## src/sdl_cfg.svh

```systemverilog
// Purpose: Offsets, field positions, reset values and codes of the logger
// Assumes: Byte addresses on an 8-bit register port, one word each
// Notes:   Definitions only
`ifndef SDL_CFG_SVH
`define SDL_CFG_SVH
`define SDL_OFF_CMD       8'h00
`define SDL_OFF_LOG_MODE  8'h04
`define SDL_OFF_LIMITS    8'h08
`define SDL_OFF_INIT_DATA 8'h0C
`define SDL_OFF_PERIOD    8'h10
`define SDL_OFF_STATUS    8'h14
`define SDL_OFF_OOL_CNT   8'h18
`define SDL_OFF_ERR_REPLY 8'h1C
`define SDL_OFF_IRQ_STAT  8'h20
`define SDL_OFF_IRQ_MASK  8'h24
`define SDL_OFF_LAST_BLK  8'h28
`define SDL_FORM_HI       30
`define SDL_FORM_LO       29
`define SDL_BATT_BIT      28
`define SDL_PERIOD_RST    16'h0001
`define SDL_PERIOD_MAX    16'h8000
`define SDL_OSC_HZ        1024
`define SDL_DELAY_UNIT_S  512
`define SDL_CMD_START     8'hA7
`define SDL_CMD_STATE     8'hA8
`define SDL_CMD_INIT      8'hAC
`define SDL_ERR_CMD       8'h01
`define SDL_ERR_FMT       8'h02
`define SDL_ERR_OPT       8'h03
`define SDL_ERR_UNK       8'h0F
`define SDL_ERR_NOBLK     8'h10
`define SDL_ERR_RELOCK    8'h11
`define SDL_ERR_LOCKWR    8'h12
`define SDL_ERR_PWD       8'hA0
`define SDL_ERR_PARAM     8'hA1
`define SDL_ERR_BATT      8'hA2
`define SDL_ERR_TEMP      8'hA3
`define SDL_ERR_USER      8'hA5
`define SDL_ERR_COLL      8'hA6
`define SDL_REPLY_FLAGS   8'h01
`define SDL_CRC_PRESET    16'hFFFF
`define SDL_CRC_POLY      16'h8408
`define SDL_EVT_BLOCK     0
`define SDL_EVT_ERROR     1
`define SDL_EVT_OOL       2
`define SDL_EVT_RUN       3
`endif

```

## src/sdl_pkg.sv

```systemverilog
// Purpose: Types shared by the logger and its bench
// Assumes: Widths fixed at the documented sizes
// Notes:   Constants live in sdl_cfg.svh
package sdl_pkg;
  typedef enum logic [1:0] {SDL_IDLE, SDL_DELAY, SDL_RUN} sdl_phase_t;

  typedef struct packed {
    logic [9:0] temp;
    logic [9:0] batt;
    logic       temp_err;
    logic       batt_err;
  } sdl_meas_t;

  typedef struct packed {
    logic [7:0]  addr;
    logic [31:0] data;
  } sdl_blk_t;

  typedef struct packed {
    logic [15:0] crc;
    logic [7:0]  code;
    logic [7:0]  flags;
  } sdl_err_t;

  typedef struct packed {
    logic        osc_s1;
    logic        osc_s2;
    logic        osc_s3;
    sdl_phase_t  phase;
    logic [15:0] sub_cnt;
    logic [21:0] sec_cnt;
    logic [31:0] log_mode;
    logic [31:0] limits;
    logic [31:0] init_data;
    logic [15:0] period;
    logic [11:0] delay;
    logic        params_ok;
    logic [11:0] idx;
    logic [1:0]  slot;
    logic [19:0] pack;
    logic [1:0]  zone;
    logic [31:0] ool_cnt;
    logic        blk_we;
    sdl_blk_t    blk;
    logic        err_we;
    sdl_err_t    err;
    logic        meas_req;
    logic [3:0]  irq_stat;
    logic [3:0]  irq_mask;
    logic [31:0] rdata;
  } sdl_state_t;
endpackage

```

## src/sdl_logger.sv

```systemverilog
// Purpose: Sensor logging controller: timer, delay, record packing, error replies
// Assumes: 250 MHz clk; osc_in is the 1024 Hz oscillator from outside this domain
// Notes:   One state struct, one always_comb and one always_ff
`include "sdl_cfg.svh"

// Notes on behaviour
// - Error reply holds flags byte, error code byte and 16-bit checksum only.
// - Codes: unsupported command 01, malformed 02, bad option 03, unknown 0F.
// - Codes: block unavailable 10, relock 11, write to locked block 12.
// - Codes: password A0, params A1, battery A2, temperature A3, user A5, collision A6.
// - Logging form from mode bits 30:29; 00 dense, 01 all-out, 11 crossing, 10 refused.
// - Dense stores every sample, no number, block written after each third sample.
// - Limits forms: temp 9:0, battery 19:10 or zero, 12-bit number above.
// - All-out form records every out-of-limits measurement, skips those inside.
// - Crossing form records only the sample where a limit is crossed outward, not the return inside.
// - Limits forms keep a cumulative out-of-limits count, readable from its own register.
// - Timer from 1024 Hz oscillator; period in seconds, at most 32768.
// - 12-bit start delay loaded by initialize; counts only after start-log.
module sdl_logger #(
  parameter int OSC_HZ       = `SDL_OSC_HZ,
  parameter int DELAY_UNIT_S = `SDL_DELAY_UNIT_S
) (
  input  wire logic              clk,
  input  wire logic              reset,
  input  wire logic [7:0]        addr,
  input  wire logic [31:0]       wdata,
  input  wire logic              wr,
  input  wire logic              rd,
  output logic [31:0]            rdata,
  input  wire logic              osc_in,
  output logic                   meas_req,
  input  wire logic              meas_done,
  input  wire sdl_pkg::sdl_meas_t meas,
  input  wire logic              fault_valid,
  input  wire logic [7:0]        fault_code,
  output logic                   blk_we,
  output sdl_pkg::sdl_blk_t      blk,
  output logic                   err_valid,
  output sdl_pkg::sdl_err_t      err,
  output logic                   irq
);

  // Divider must fit sub_cnt; delay product must fit sec_cnt
  if (OSC_HZ < 2 || OSC_HZ > 65536) begin : g_osc_range
    $error("OSC_HZ out of range");
  end
  if (DELAY_UNIT_S < 1 || DELAY_UNIT_S > 1024) begin : g_unit_range
    $error("DELAY_UNIT_S out of range");
  end

  localparam logic [15:0] SUB_LAST  = 16'(OSC_HZ - 1);
  localparam logic [21:0] UNIT_SECS = 22'(DELAY_UNIT_S);

  sdl_pkg::sdl_state_t q;
  sdl_pkg::sdl_state_t d;

  // Checksum step over one byte, reflected polynomial
  function automatic logic [15:0] crc_byte(input logic [15:0] c, input logic [7:0] b);
    logic [15:0] r;
    r = c ^ {8'h00, b};
    for (int i = 0; i < 8; i++) begin
      r = r[0] ? ((r >> 1) ^ `SDL_CRC_POLY) : (r >> 1);
    end
    return r;
  endfunction

  // Builds the fixed error frame
  function automatic sdl_pkg::sdl_err_t make_err(input logic [7:0] code);
    sdl_pkg::sdl_err_t e;
    e.flags = `SDL_REPLY_FLAGS;
    e.code  = code;
    e.crc   = ~crc_byte(crc_byte(`SDL_CRC_PRESET, `SDL_REPLY_FLAGS), code);
    return e;
  endfunction

  // Passes listed codes, folds the rest to unknown
  function automatic logic [7:0] known_code(input logic [7:0] c);
    case (c)
      `SDL_ERR_CMD, `SDL_ERR_FMT, `SDL_ERR_OPT, `SDL_ERR_UNK: return c;
      `SDL_ERR_NOBLK, `SDL_ERR_RELOCK, `SDL_ERR_LOCKWR: return c;
      `SDL_ERR_PWD, `SDL_ERR_PARAM, `SDL_ERR_BATT,
      `SDL_ERR_TEMP, `SDL_ERR_USER, `SDL_ERR_COLL: return c;
      default: return `SDL_ERR_UNK;
    endcase
  endfunction

  logic [1:0]  form;
  logic        bchk;
  logic [9:0]  lim_lo;
  logic [9:0]  lim_hi;
  logic        sec_tick;
  logic [7:0]  ec;
  logic [3:0]  evt;
  logic [1:0]  zone;
  logic [31:0] rec;

  always_comb begin
    d          = q;
    d.blk_we   = 1'b0;
    d.err_we   = 1'b0;
    d.meas_req = 1'b0;
    d.rdata    = 32'h0000_0000;
    ec         = 8'h00;
    evt        = 4'h0;
    sec_tick   = 1'b0;
    zone       = 2'b00;
    rec        = 32'h0000_0000;
    form       = q.log_mode[`SDL_FORM_HI:`SDL_FORM_LO];
    bchk       = q.log_mode[`SDL_BATT_BIT];
    lim_lo     = q.limits[9:0];
    lim_hi     = q.limits[19:10];

    // Oscillator crossing and one-second divider
    d.osc_s1 = osc_in;
    d.osc_s2 = q.osc_s1;
    d.osc_s3 = q.osc_s2;
    if (q.osc_s2 && !q.osc_s3) begin
      if (q.sub_cnt == SUB_LAST) begin
        d.sub_cnt = 16'h0000;
        sec_tick  = 1'b1;
      end else begin
        d.sub_cnt = q.sub_cnt + 16'h0001;
      end
    end

    // Register writes
    // Mode and period are frozen once logging starts
    if (wr) begin
      case (addr)
        `SDL_OFF_LOG_MODE:  if (q.phase == sdl_pkg::SDL_IDLE) d.log_mode = wdata;
        `SDL_OFF_LIMITS:    d.limits = wdata;
        `SDL_OFF_INIT_DATA: d.init_data = wdata;
        `SDL_OFF_PERIOD:    if (q.phase == sdl_pkg::SDL_IDLE) d.period = wdata[15:0];
        `SDL_OFF_IRQ_MASK:  d.irq_mask = wdata[3:0];
        `SDL_OFF_CMD: begin
          if (wdata[31:8] != 24'h000000) begin
            ec = `SDL_ERR_FMT;
          end else begin
            case (wdata[7:0])
              `SDL_CMD_INIT: begin
                d.delay     = q.init_data[11:0];
                d.params_ok = 1'b1;
              end
              `SDL_CMD_STATE: ;
              `SDL_CMD_START: begin
                // A refused start leaves every setting as it was
                if (!q.params_ok) begin
                  ec = `SDL_ERR_PARAM;
                end else if (form == 2'b10) begin
                  ec = `SDL_ERR_OPT;
                end else if (q.period == 16'h0000 || q.period > `SDL_PERIOD_MAX) begin
                  ec = `SDL_ERR_OPT;
                end else begin
                  d.phase   = sdl_pkg::SDL_DELAY;
                  d.sec_cnt = 22'(q.delay) * UNIT_SECS;
                  d.idx     = 12'h000;
                  d.slot    = 2'b00;
                  d.pack    = 20'h00000;
                  d.zone    = 2'b00;
                  d.ool_cnt = 32'h0000_0000;
                  // Delay counts whole seconds from the start command
                  d.sub_cnt = 16'h0000;
                end
              end
              default: ec = `SDL_ERR_CMD;
            endcase
          end
        end
        default: ;
      endcase
    end

    // Delay countdown, then one measurement per period
    // Run begins on the tick after the delay count reaches zero
    case (q.phase)
      sdl_pkg::SDL_DELAY: begin
        if (sec_tick) begin
          if (q.sec_cnt == 22'h000000) begin
            d.phase   = sdl_pkg::SDL_RUN;
            d.sec_cnt = 22'(q.period - 16'h0001);
            evt[`SDL_EVT_RUN] = 1'b1;
          end else begin
            d.sec_cnt = q.sec_cnt - 22'h000001;
          end
        end
      end
      sdl_pkg::SDL_RUN: begin
        if (sec_tick) begin
          if (q.sec_cnt == 22'h000000) begin
            d.sec_cnt  = 22'(q.period - 16'h0001);
            d.idx      = q.idx + 12'h001;
            d.meas_req = 1'b1;
          end else begin
            d.sec_cnt = q.sec_cnt - 22'h000001;
          end
        end
      end
      default: ;
    endcase

    // Result handling
    if (meas_done && q.phase == sdl_pkg::SDL_RUN) begin
      // Zone 01 below the window, 10 above it, 00 inside
      if (meas.temp < lim_lo) zone = 2'b01;
      else if (meas.temp > lim_hi) zone = 2'b10;
      // Dense holds two samples back and writes on the third
      if (form == 2'b00) begin
        case (q.slot)
          2'b00: begin
            d.pack[9:0] = meas.temp;
            d.slot      = 2'b01;
          end
          2'b01: begin
            d.pack[19:10] = meas.temp;
            d.slot        = 2'b10;
          end
          default: begin
            rec      = {2'b00, meas.temp, q.pack};
            d.blk_we = 1'b1;
            d.slot   = 2'b00;
          end
        endcase
      end else begin
        // Number counts periods since start; first sample is 1
        rec = {q.idx, bchk ? meas.batt : 10'h000, meas.temp};
        if (zone != 2'b00) begin
          d.ool_cnt = q.ool_cnt + 32'h0000_0001;
          evt[`SDL_EVT_OOL] = 1'b1;
        end
        if (form == 2'b01) d.blk_we = (zone != 2'b00);
        else d.blk_we = (zone != 2'b00) && (zone != q.zone);
        d.zone = zone;
      end
      if (d.blk_we) begin
        d.blk.data = rec;
        // Block address wraps at eight bits
        d.blk.addr = q.blk.addr + 8'h01;
        evt[`SDL_EVT_BLOCK] = 1'b1;
      end
      // Command errors outrank sample errors, which outrank faults
      if (meas.temp_err) begin
        ec = (ec == 8'h00) ? `SDL_ERR_TEMP : ec;
      end else if (meas.batt_err && bchk && form != 2'b00) begin
        ec = (ec == 8'h00) ? `SDL_ERR_BATT : ec;
      end
    end

    if (fault_valid && ec == 8'h00) ec = known_code(fault_code);

    if (ec != 8'h00) begin
      d.err    = make_err(ec);
      d.err_we = 1'b1;
      evt[`SDL_EVT_ERROR] = 1'b1;
    end

    // Sticky events, set wins over a same-cycle clear
    d.irq_stat = q.irq_stat;
    if (wr && addr == `SDL_OFF_IRQ_STAT) d.irq_stat = q.irq_stat & ~wdata[3:0];
    d.irq_stat = d.irq_stat | evt;

    // Register reads, answer in the next cycle
    if (rd) begin
      case (addr)
        `SDL_OFF_LOG_MODE:  d.rdata = q.log_mode;
        `SDL_OFF_LIMITS:    d.rdata = q.limits;
        `SDL_OFF_INIT_DATA: d.rdata = q.init_data;
        `SDL_OFF_PERIOD:    d.rdata = {16'h0000, q.period};
        `SDL_OFF_STATUS:    d.rdata = {7'h00, q.params_ok, q.blk.addr, q.idx, 2'b00, q.phase};
        `SDL_OFF_OOL_CNT:   d.rdata = q.ool_cnt;
        `SDL_OFF_ERR_REPLY: d.rdata = q.err;
        `SDL_OFF_IRQ_STAT:  d.rdata = {28'h0000000, q.irq_stat};
        `SDL_OFF_IRQ_MASK:  d.rdata = {28'h0000000, q.irq_mask};
        `SDL_OFF_LAST_BLK:  d.rdata = q.blk.data;
        default:            d.rdata = 32'h0000_0000;
      endcase
    end
  end

  always_ff @(posedge clk) begin
    if (reset) begin
      q           <= '0;
      q.phase     <= sdl_pkg::SDL_IDLE;
      q.period    <= `SDL_PERIOD_RST;
      // One below the first block, so the first write lands at 00
      q.blk.addr  <= 8'hFF;
    end else begin
      q <= d;
    end
  end

  assign rdata     = q.rdata;
  assign meas_req  = q.meas_req;
  assign blk_we    = q.blk_we;
  assign blk       = q.blk;
  assign err_valid = q.err_we;
  assign err       = q.err;
  assign irq       = |(q.irq_stat & q.irq_mask);

endmodule // sdl_logger

```

## config.mk

```make
export PLATFORM = sky130hd
export DESIGN_NAME = sdl_logger
export DESIGN_NICKNAME = d
export VERILOG_FILES = /design/src/sdl_pkg.sv /design/src/sdl_logger.sv
export VERILOG_INCLUDE_DIRS = /design/src
export SDC_FILE = /design/constraint.sdc
export NUM_CORES = 1
export LEC_CHECK = 0
export BUFFER_PORTS_ARGS = -buffer_cell sky130_fd_sc_hd__buf_2
export CORE_UTILIZATION = 54
export CTS_CLUSTER_SIZE = 14
export DETAILED_ROUTE_END_ITERATION = 7
export GPL_ROUTABILITY_DRIVEN = 0
export GPL_TIMING_DRIVEN = 0
export PLACE_DENSITY = 0.74
export SLEW_MARGIN = 20
export SYNTH_ARGS = -nofsm -noshare
export SYNTH_HDL_FRONTEND = slang
export SYNTH_SLANG_ARGS = --single-unit
```

## constraint.sdc

```tcl
create_clock -name clk -period 3.5 [get_ports clk]
set_input_delay 0.7 -clock clk [delete_from_list [all_inputs] [get_ports clk]]
set_output_delay 0.7 -clock clk [all_outputs]
set_load 0.01 [all_outputs]
```

==> results of run 1 <==
==> final cells by class <==
class	instances	area [µm²]
multi-input combinational	1435	8450
inverter	40	151
buffer	241	1360
sequential	339	6790
clock buffer	67	1300
fill	2617	10600
clock inverter	3	18.8
timing repair buffer	173	866
tap	390	488
==> layer usage <==
metal	part of all wire (%)	global-route usage [%]
met3	15	10.6
met2	42	58.9
met4	6.0	20.9
met5	0.021	0
met1	37	51.4
==> cells by family after synthesis <==
family / after synthesis
adders and majority gates: 28
other: 1
xor gates and xnor gates: 40
buffers and inverters: 281
AOI/OAI and AO/OA: 567
and+or+nand+nor: 761
DFF: 339
muxes: 32
==> power breakdown <==
group / total [µW] / switching (µW) / internal [µW]
Clock: 4170 / 1650 / 2520
Combinational: 414 / 285 / 129
Sequential: 3910 / 30.8 / 3880
Total: 8490 / 1970 / 6520
==> synthesized netlist by cell type, types with 15 or more instances <==
cell type / count / area [µm²]
sky130_fd_sc_hd__a21oi_1: 237 / 1190
sky130_fd_sc_hd__a221oi_1: 15 / 131
sky130_fd_sc_hd__a222oi_1: 36 / 360
sky130_fd_sc_hd__a22oi_1: 47 / 353
sky130_fd_sc_hd__a311oi_1: 37 / 324
sky130_fd_sc_hd__a31oi_1: 64 / 400
sky130_fd_sc_hd__and3_1: 27 / 169
sky130_fd_sc_hd__buf_2: 18 / 90.1
sky130_fd_sc_hd__buf_4: 106 / 796
sky130_fd_sc_hd__clkbuf_1: 110 / 413
sky130_fd_sc_hd__dfxtp_1: 339 / 6790
sky130_fd_sc_hd__ha_1: 28 / 350
sky130_fd_sc_hd__inv_1: 38 / 143
sky130_fd_sc_hd__mux2i_1: 27 / 270
sky130_fd_sc_hd__nand2_1: 348 / 1310
sky130_fd_sc_hd__nand2b_1: 23 / 144
sky130_fd_sc_hd__nand3_1: 118 / 591
sky130_fd_sc_hd__nor2_1: 102 / 383
sky130_fd_sc_hd__nor3_1: 21 / 105
sky130_fd_sc_hd__nor4_1: 24 / 150
sky130_fd_sc_hd__o21ai_0: 45 / 225
sky130_fd_sc_hd__xnor2_1: 15 / 131
sky130_fd_sc_hd__xor2_1: 25 / 219
==> repair_timing <==
item	4_1_cts	5_1_grt
hold endpoints to repair	0	0
endpoints found under the setup margin	0	67
hold buffers	0	0
resized for setup	0	10
==> layout by cell type (no fill, tap or decap), drive strengths merged, types with 37 or more instances in the layout <==
master / Yosys / final
a21oi: 237 / 237
a22oi: 47 / 47
a311oi: 37 / 37
a31oi: 65 / 65
buf: 130 / 300
clkbuf: 111 / 181
dfxtp: 339 / 339
inv: 39 / 40
nand2: 348 / 348
nand3: 118 / 118
nor2: 103 / 103
o21ai: 51 / 51
==> flip-flops by register name, summed over array words and instances, names as in the netlist, 2 cells and up <==
signal  flops
q         219
blk        40
rdata      32
err        20
lim_hi     10
lim_lo     10
d           2
form        2
==> stage by stage <==
step                      power (µW)  worst slack (ps)  hold slack [ps]  util, %  area (µm²)
after floorplan                 4160               367              414        -       16700
after global placement          4370              -312              427     60.1       18000
after detailed placement        4380              -439              441     60.1       18100
after CTS                       8450              51.6              400     64.5       19400
after global routing            8640              1.04              407     64.7       19400
final                           8490               180              394     64.7       19400
==> worst max-delay path: stages (launching register included) <==
cell	delay [ps]
sky130_fd_sc_hd__dfxtp_1	390
sky130_fd_sc_hd__inv_1	70
sky130_fd_sc_hd__ha_1	290
sky130_fd_sc_hd__nand3_1	160
sky130_fd_sc_hd__or4_1	580
sky130_fd_sc_hd__o221ai_1	240
sky130_fd_sc_hd__o22ai_2	230
sky130_fd_sc_hd__a311oi_2	510
sky130_fd_sc_hd__buf_2	310
sky130_fd_sc_hd__nand2_1	270
sky130_fd_sc_hd__a21oi_1	200
==> final timing paths <==
kind | startpoint | endpoint | slack [ps] | depth (start not counted)
max | lim_hi[9]$_SDFFE_PP0P_ | q[36]$_SDFF_PP0_ | 180 | 10
min | osc_in | d[349]$_SDFF_PP0_ | 390 | 2
max reg2reg | lim_hi[9]$_SDFFE_PP0P_ | q[36]$_SDFF_PP0_ | 180 | 10
min reg2reg | d[349]$_SDFF_PP0_ | d[348]$_SDFF_PP0_ | 450 | 1
==> out/summary.json, run 1 <==
{
  "pin_count": 185,
  "cts_inserted_buffers": 38,
  "number_of_violations_reported_at_the_end_of_detailed_routing_iteration_0": 2552,
  "initial_antenna_violation_count": 1,
  "drv_cap": 0,
  "totalWireLength_um": 63100,
  "complex_gate_fraction_of_the_synthesized_area_pct": 22.3,
  "synthMuxAreaShare_pct": 1.96,
  "synth-async-reset-ratio_pct": 0,
  "power_per_cell_area_mw_per_mm2": 437,
  "dp_hpwl_um": 46400,
  "later_pin_clock_latency_in_the_skew_report_ps": 540,
  "synth.yosys.seq_area_share_pct": 40.7,
  "root_buffer": "sky130_fd_sc_hd__clkbuf_16",
  "grt_setup_unrepaired": "no",
  "placeableCoreArea_mm2": 0.0300,
  "dpl.cell_count": 2618,
  "post_synth_xor_area_fraction_pct": 2.10,
  "area_delta_synth_final_pct": 16.6,
  "die-area_mm2": 0.0316,
  "wire_per_inst_um": 23.5,
  "grt_pass1_wl_um": 92700,
  "syn-mean-instance-area_um2": 8.14,
  "min_period_ps": 3320,
  "tritoncts_clock_tree": "yes",
  "timing.final.setup_violations": 0,
  "maximum_number_of_pins_on_one_net_before_global_route_repair": 13,
  "finalClockSkew_ps": 19.1,
  "design.final.nets": 2373,
  "instances_no_fill": 2688,
  "finalSetupTns_ps": 0,
  "cts_sinks": 339,
  "ys_dominant_reg_cell": "sky130_fd_sc_hd__dfxtp_1",
  "synthesis.instances": 2049,
  "floorplan.die.width_um": 178,
  "firstDrtPassIters": 8,
  "die_height_um": 178,
  "synth_warnings": 0,
  "fmax_mhz": 301,
  "synth_simple_gate_area_share_pct": 21.8,
  "antenna_violating_nets_post_route": 0,
  "clk_pin_slew_ps": 60,
  "report.final.hold_viol_count": 0,
  "diodes": 0,
  "start_kind": "flip-flop",
  "worstMarginPinSlew_ps": 1140,
  "largest_family_of_logic_cells_by_synthesized_area": "compound AO/OA/AOI/OAI gates",
  "routed-via-count": 17400,
  "tcrit_tclk_final_pct": 94.9,
  "numPortBuffers": 173,
  "drt_drc_violations_left": 25,
  "timing.critical_path.arrival_ps": 3780,
  "violations_in_the_final_reports": "DRC",
  "run_status": "finished, violations left",
  "globalRoute.totalOverflow": 0,
  "timing.max_slew.rel_slack_pct": 24.2,
  "crit_path_max_fanout": 10,
  "drive_gt1_share_pct": 17.4,
  "power.leakage_uw": 0.00728,
  "post_synth_instance_area_mm2": 0.0167,
  "worst_hold_path_type": "in -> reg",
  "synth_seq_cells": 339,
  "worst_supply_voltage_drop_on_vdd_v": 0.000329,
  "cts_post_setup_buffers_inserted": 0,
  "site_rows": 63,
  "ctsHtreeMaxLevel": 2,
  "maxSlewViolCount": 0,
  "vias_per_cell": 6.46,
  "start_util_pct": 55.5,
  "ctsLongestPathBuffers": 3,
  "adder_and_majority_gate_portion_of_the_synthesized_area_pct": 2.10,
  "timing.critical_path.to_type": "flip-flop",
  "synth_enable_flop_cells": 0,
  "worstPathRequired_ps": 3960,
  "first_global_vias": 15800,
  "synth_cell_type_count": 79,
  "grt.total_usage_pct": 39.3,
  "worst-setup-path-type": "reg -> reg"
}
No activity file was read; power rests on OpenSTA's default activity.
==> inputs of run 2 (changes only) <==
--- a/config.mk
+++ b/config.mk
@@ -14,2 +14,3 @@
 export GPL_TIMING_DRIVEN = 0
+export MAX_ROUTING_LAYER = met4
 export PLACE_DENSITY = 0.74
--- a/constraint.sdc
+++ b/constraint.sdc
@@ -3,2 +3,2 @@
 set_output_delay 0.7 -clock clk [all_outputs]
-set_load 0.01 [all_outputs]
+set_load 0.05 [all_outputs]
==> run 2 against run 1 <==
Effect of this change: the flow now finishes without violations; first-iteration DRC count increased by 9.8%; sequential share of layout area about the same; clock power about the same; wire length decreased by 0.23%; register-to-register slack about the same; highest routed layer is now met4; critical endpoint is now q[167]$_SDFF_PP0_; critical path type unchanged; fmax decreased by 0.26%; non-clock buffer count unchanged; hold slack improved by 4.2 ps; largest power group unchanged; sequential power about the same; final area about the same.
==> out/summary.json, run 2 (same netlist as run 1, synthesis figures left out) <==
{
  "run_status": "finished clean",
  "cpMaxStageDelayCell": "sky130_fd_sc_hd__clkbuf_1",
  "clk_pin_slew_ps": 60,
  "start_kind": "flip-flop",
  "path_buf_inv": 3,
  "reg2regPathDepth": 10,
  "dpl.cell_count": 2618,
  "maxSlewViolCount": 0,
  "grt_setup_unrepaired": "no",
  "regToRegSetupSlack_ps": 170,
  "die-area_mm2": 0.0316,
  "min_period_ps": 3330,
  "instances_no_fill": 2689,
  "maximum_number_of_pins_on_one_net_before_global_route_repair": 13,
  "ctsLongestPathBuffers": 3,
  "die_height_um": 178,
  "regToRegStartpoint": "q[196]$_SDFFE_PP1P_",
  "drive_gt1_share_pct": 17.4,
  "ctsHtreeMaxLevel": 2,
  "site_rows": 63,
  "first_global_vias": 15800,
  "fmax_mhz": 300,
  "worst-setup-path-type": "reg -> reg",
  "number_of_violations_reported_at_the_end_of_detailed_routing_iteration_0": 2802,
  "antenna_violating_nets_post_route": 0,
  "worst_hold_path_type": "in -> reg",
  "pin_count": 185,
  "globalRoute.totalOverflow": 0,
  "cts_inserted_buffers": 38,
  "cpLargestDelayFamily": "buffers and inverters",
  "crit_top_cell": "sky130_fd_sc_hd__nand3_1",
  "numPortBuffers": 173,
  "tritoncts_clock_tree": "yes",
  "drt_drc_violations_left": 0,
  "design.final.nets": 2373,
  "finalClockSkew_ps": 17.9,
  "timing.max_slew.rel_slack_pct": 23.3,
  "worstPathRequired_ps": 3950,
  "floorplan.die.width_um": 178,
  "cts_sinks": 339,
  "firstDrtPassIters": 7,
  "timing.critical_path.to": "q[167]$_SDFF_PP0_",
  "worst_supply_voltage_drop_on_vdd_v": 0.000327,
  "grt.total_usage_pct": 40.4,
  "mostFrequentLayoutCells": "sky130_fd_sc_hd__nand2_1 (347), sky130_fd_sc_hd__dfxtp_1 (339), sky130_fd_sc_hd__a21oi_1 (235)",
  "power_per_cell_area_mw_per_mm2": 440,
  "hold_ws_ps": 398,
  "routed-via-count": 17500,
  "hold_path.startpoint": "osc_in",
  "crit_path_max_fanout": 10,
  "timing.final.setup_violations": 0,
  "area_delta_synth_final_pct": 16.6,
  "path_cells": "inv_1, ha_1, nor4b_4, nand4_2, xor2_1, nand3_1, buf_2, clkbuf_1, nand3_1, a21oi_1",
  "start_util_pct": 55.5,
  "postLayoutSetupSlackWorst_ps": 171,
  "worstMarginPinSlew_ps": 1150,
  "wire_per_inst_um": 23.4,
  "r2r-end": "q[167]$_SDFF_PP0_",
  "dp_hpwl_um": 46400,
  "initial_antenna_violation_count": 1,
  "finalSetupTns_ps": 0,
  "path_depth": 10,
  "root_buffer": "sky130_fd_sc_hd__clkbuf_16",
  "vias_per_cell": 6.50,
  "mostFrequentLayoutCell": "sky130_fd_sc_hd__nand2_1",
  "placeableCoreArea_mm2": 0.0300,
  "drv_cap": 0,
  "total_power_uw": 8560,
  "totalWireLength_um": 63000,
  "later_pin_clock_latency_in_the_skew_report_ps": 540,
  "largest_register_ffs": 219,
  "preCtsSetupSlack_ps": -439,
  "worstSetupStartpoint": "q[196]$_SDFFE_PP1P_",
  "worst_path_largest_cell_delay_ps": 750,
  "report.final.hold_viol_count": 0,
  "largest_register": "q",
  "timing.critical_path.to_type": "flip-flop",
  "timing.critical_path.arrival_ps": 3770,
  "tcrit_tclk_final_pct": 95.1,
  "power.leakage_uw": 0.00728,
  "grt_pass1_wl_um": 92600
}
-- run 2: cell types whose count changed in the layout (fill, tap and decap cells not counted), sizes merged --
cell   delta
diode     +1
-- run 2: worst reg2reg max path: cells and delay by family, from the launching register on --
family | cells | cell delay, ps
fa+ha+maj | 1 | 210
buf+inv | 3 | 1250
flops | 1 | 350
compound gates | 1 | 180
xor+xnor | 1 | 260
simple gates | 4 | 1000
-- run 2: worst min path at each step --
stage                                    to  slack, ps  depth (start not counted)
after global routing      d[349]$_SDFF_PP0_        410                          2
after global placement    d[348]$_SDFF_PP0_        430                          1
after detailed placement  d[348]$_SDFF_PP0_        440                          1
after CTS                 d[349]$_SDFF_PP0_        400                          2
after floorplan           d[348]$_SDFF_PP0_        410                          1
final                     d[349]$_SDFF_PP0_        400                          2
-- run 2: stage by stage --
step / util (%) / instance area, µm²
4_1_cts: 64.5 / 19400
3_5_place_dp: 60.1 / 18100
6_report: 64.7 / 19400
3_3_place_gp: 60.1 / 18000
5_1_grt: 64.7 / 19400
2_1_floorplan: - / 16700
-- run 2: where the power goes --
group / switching (µW) / total [µW] / internal, µW
sequential: 30.4 / 3910 / 3880
clock: 1650 / 4170 / 2520
combinational: 352 / 481 / 129
-- run 2: cell type report --
class	instances	area (µm²)
diodes	1	2.50
plain buffers	241	1360
clock buffers	67	1300
clock inverters	3	18.8
fillers	2619	10600
inverters	40	151
multi-input cells	1435	8450
flip-flops and latches	339	6790
well taps	390	488
repair buffers	173	866
-- run 2: repair_timing --
action,4_1_cts,5_1_grt
buffers inserted,0,0
gates resized for setup,0,10
hold endpoints to repair,0,0
setup endpoints to repair,0,67
hold buffers,0,0
-- run 2: routing by layer --
layer / vias to the layer above / track usage [%] / wire (µm)
met4: 0 / 21.8 / 3970
li1: 7726 / - / -
met3: 254 / 10.3 / 9000
met2: 1288 / 58.6 / 26600
met5: - / - / 0
met1: 8204 / 51.4 / 23500
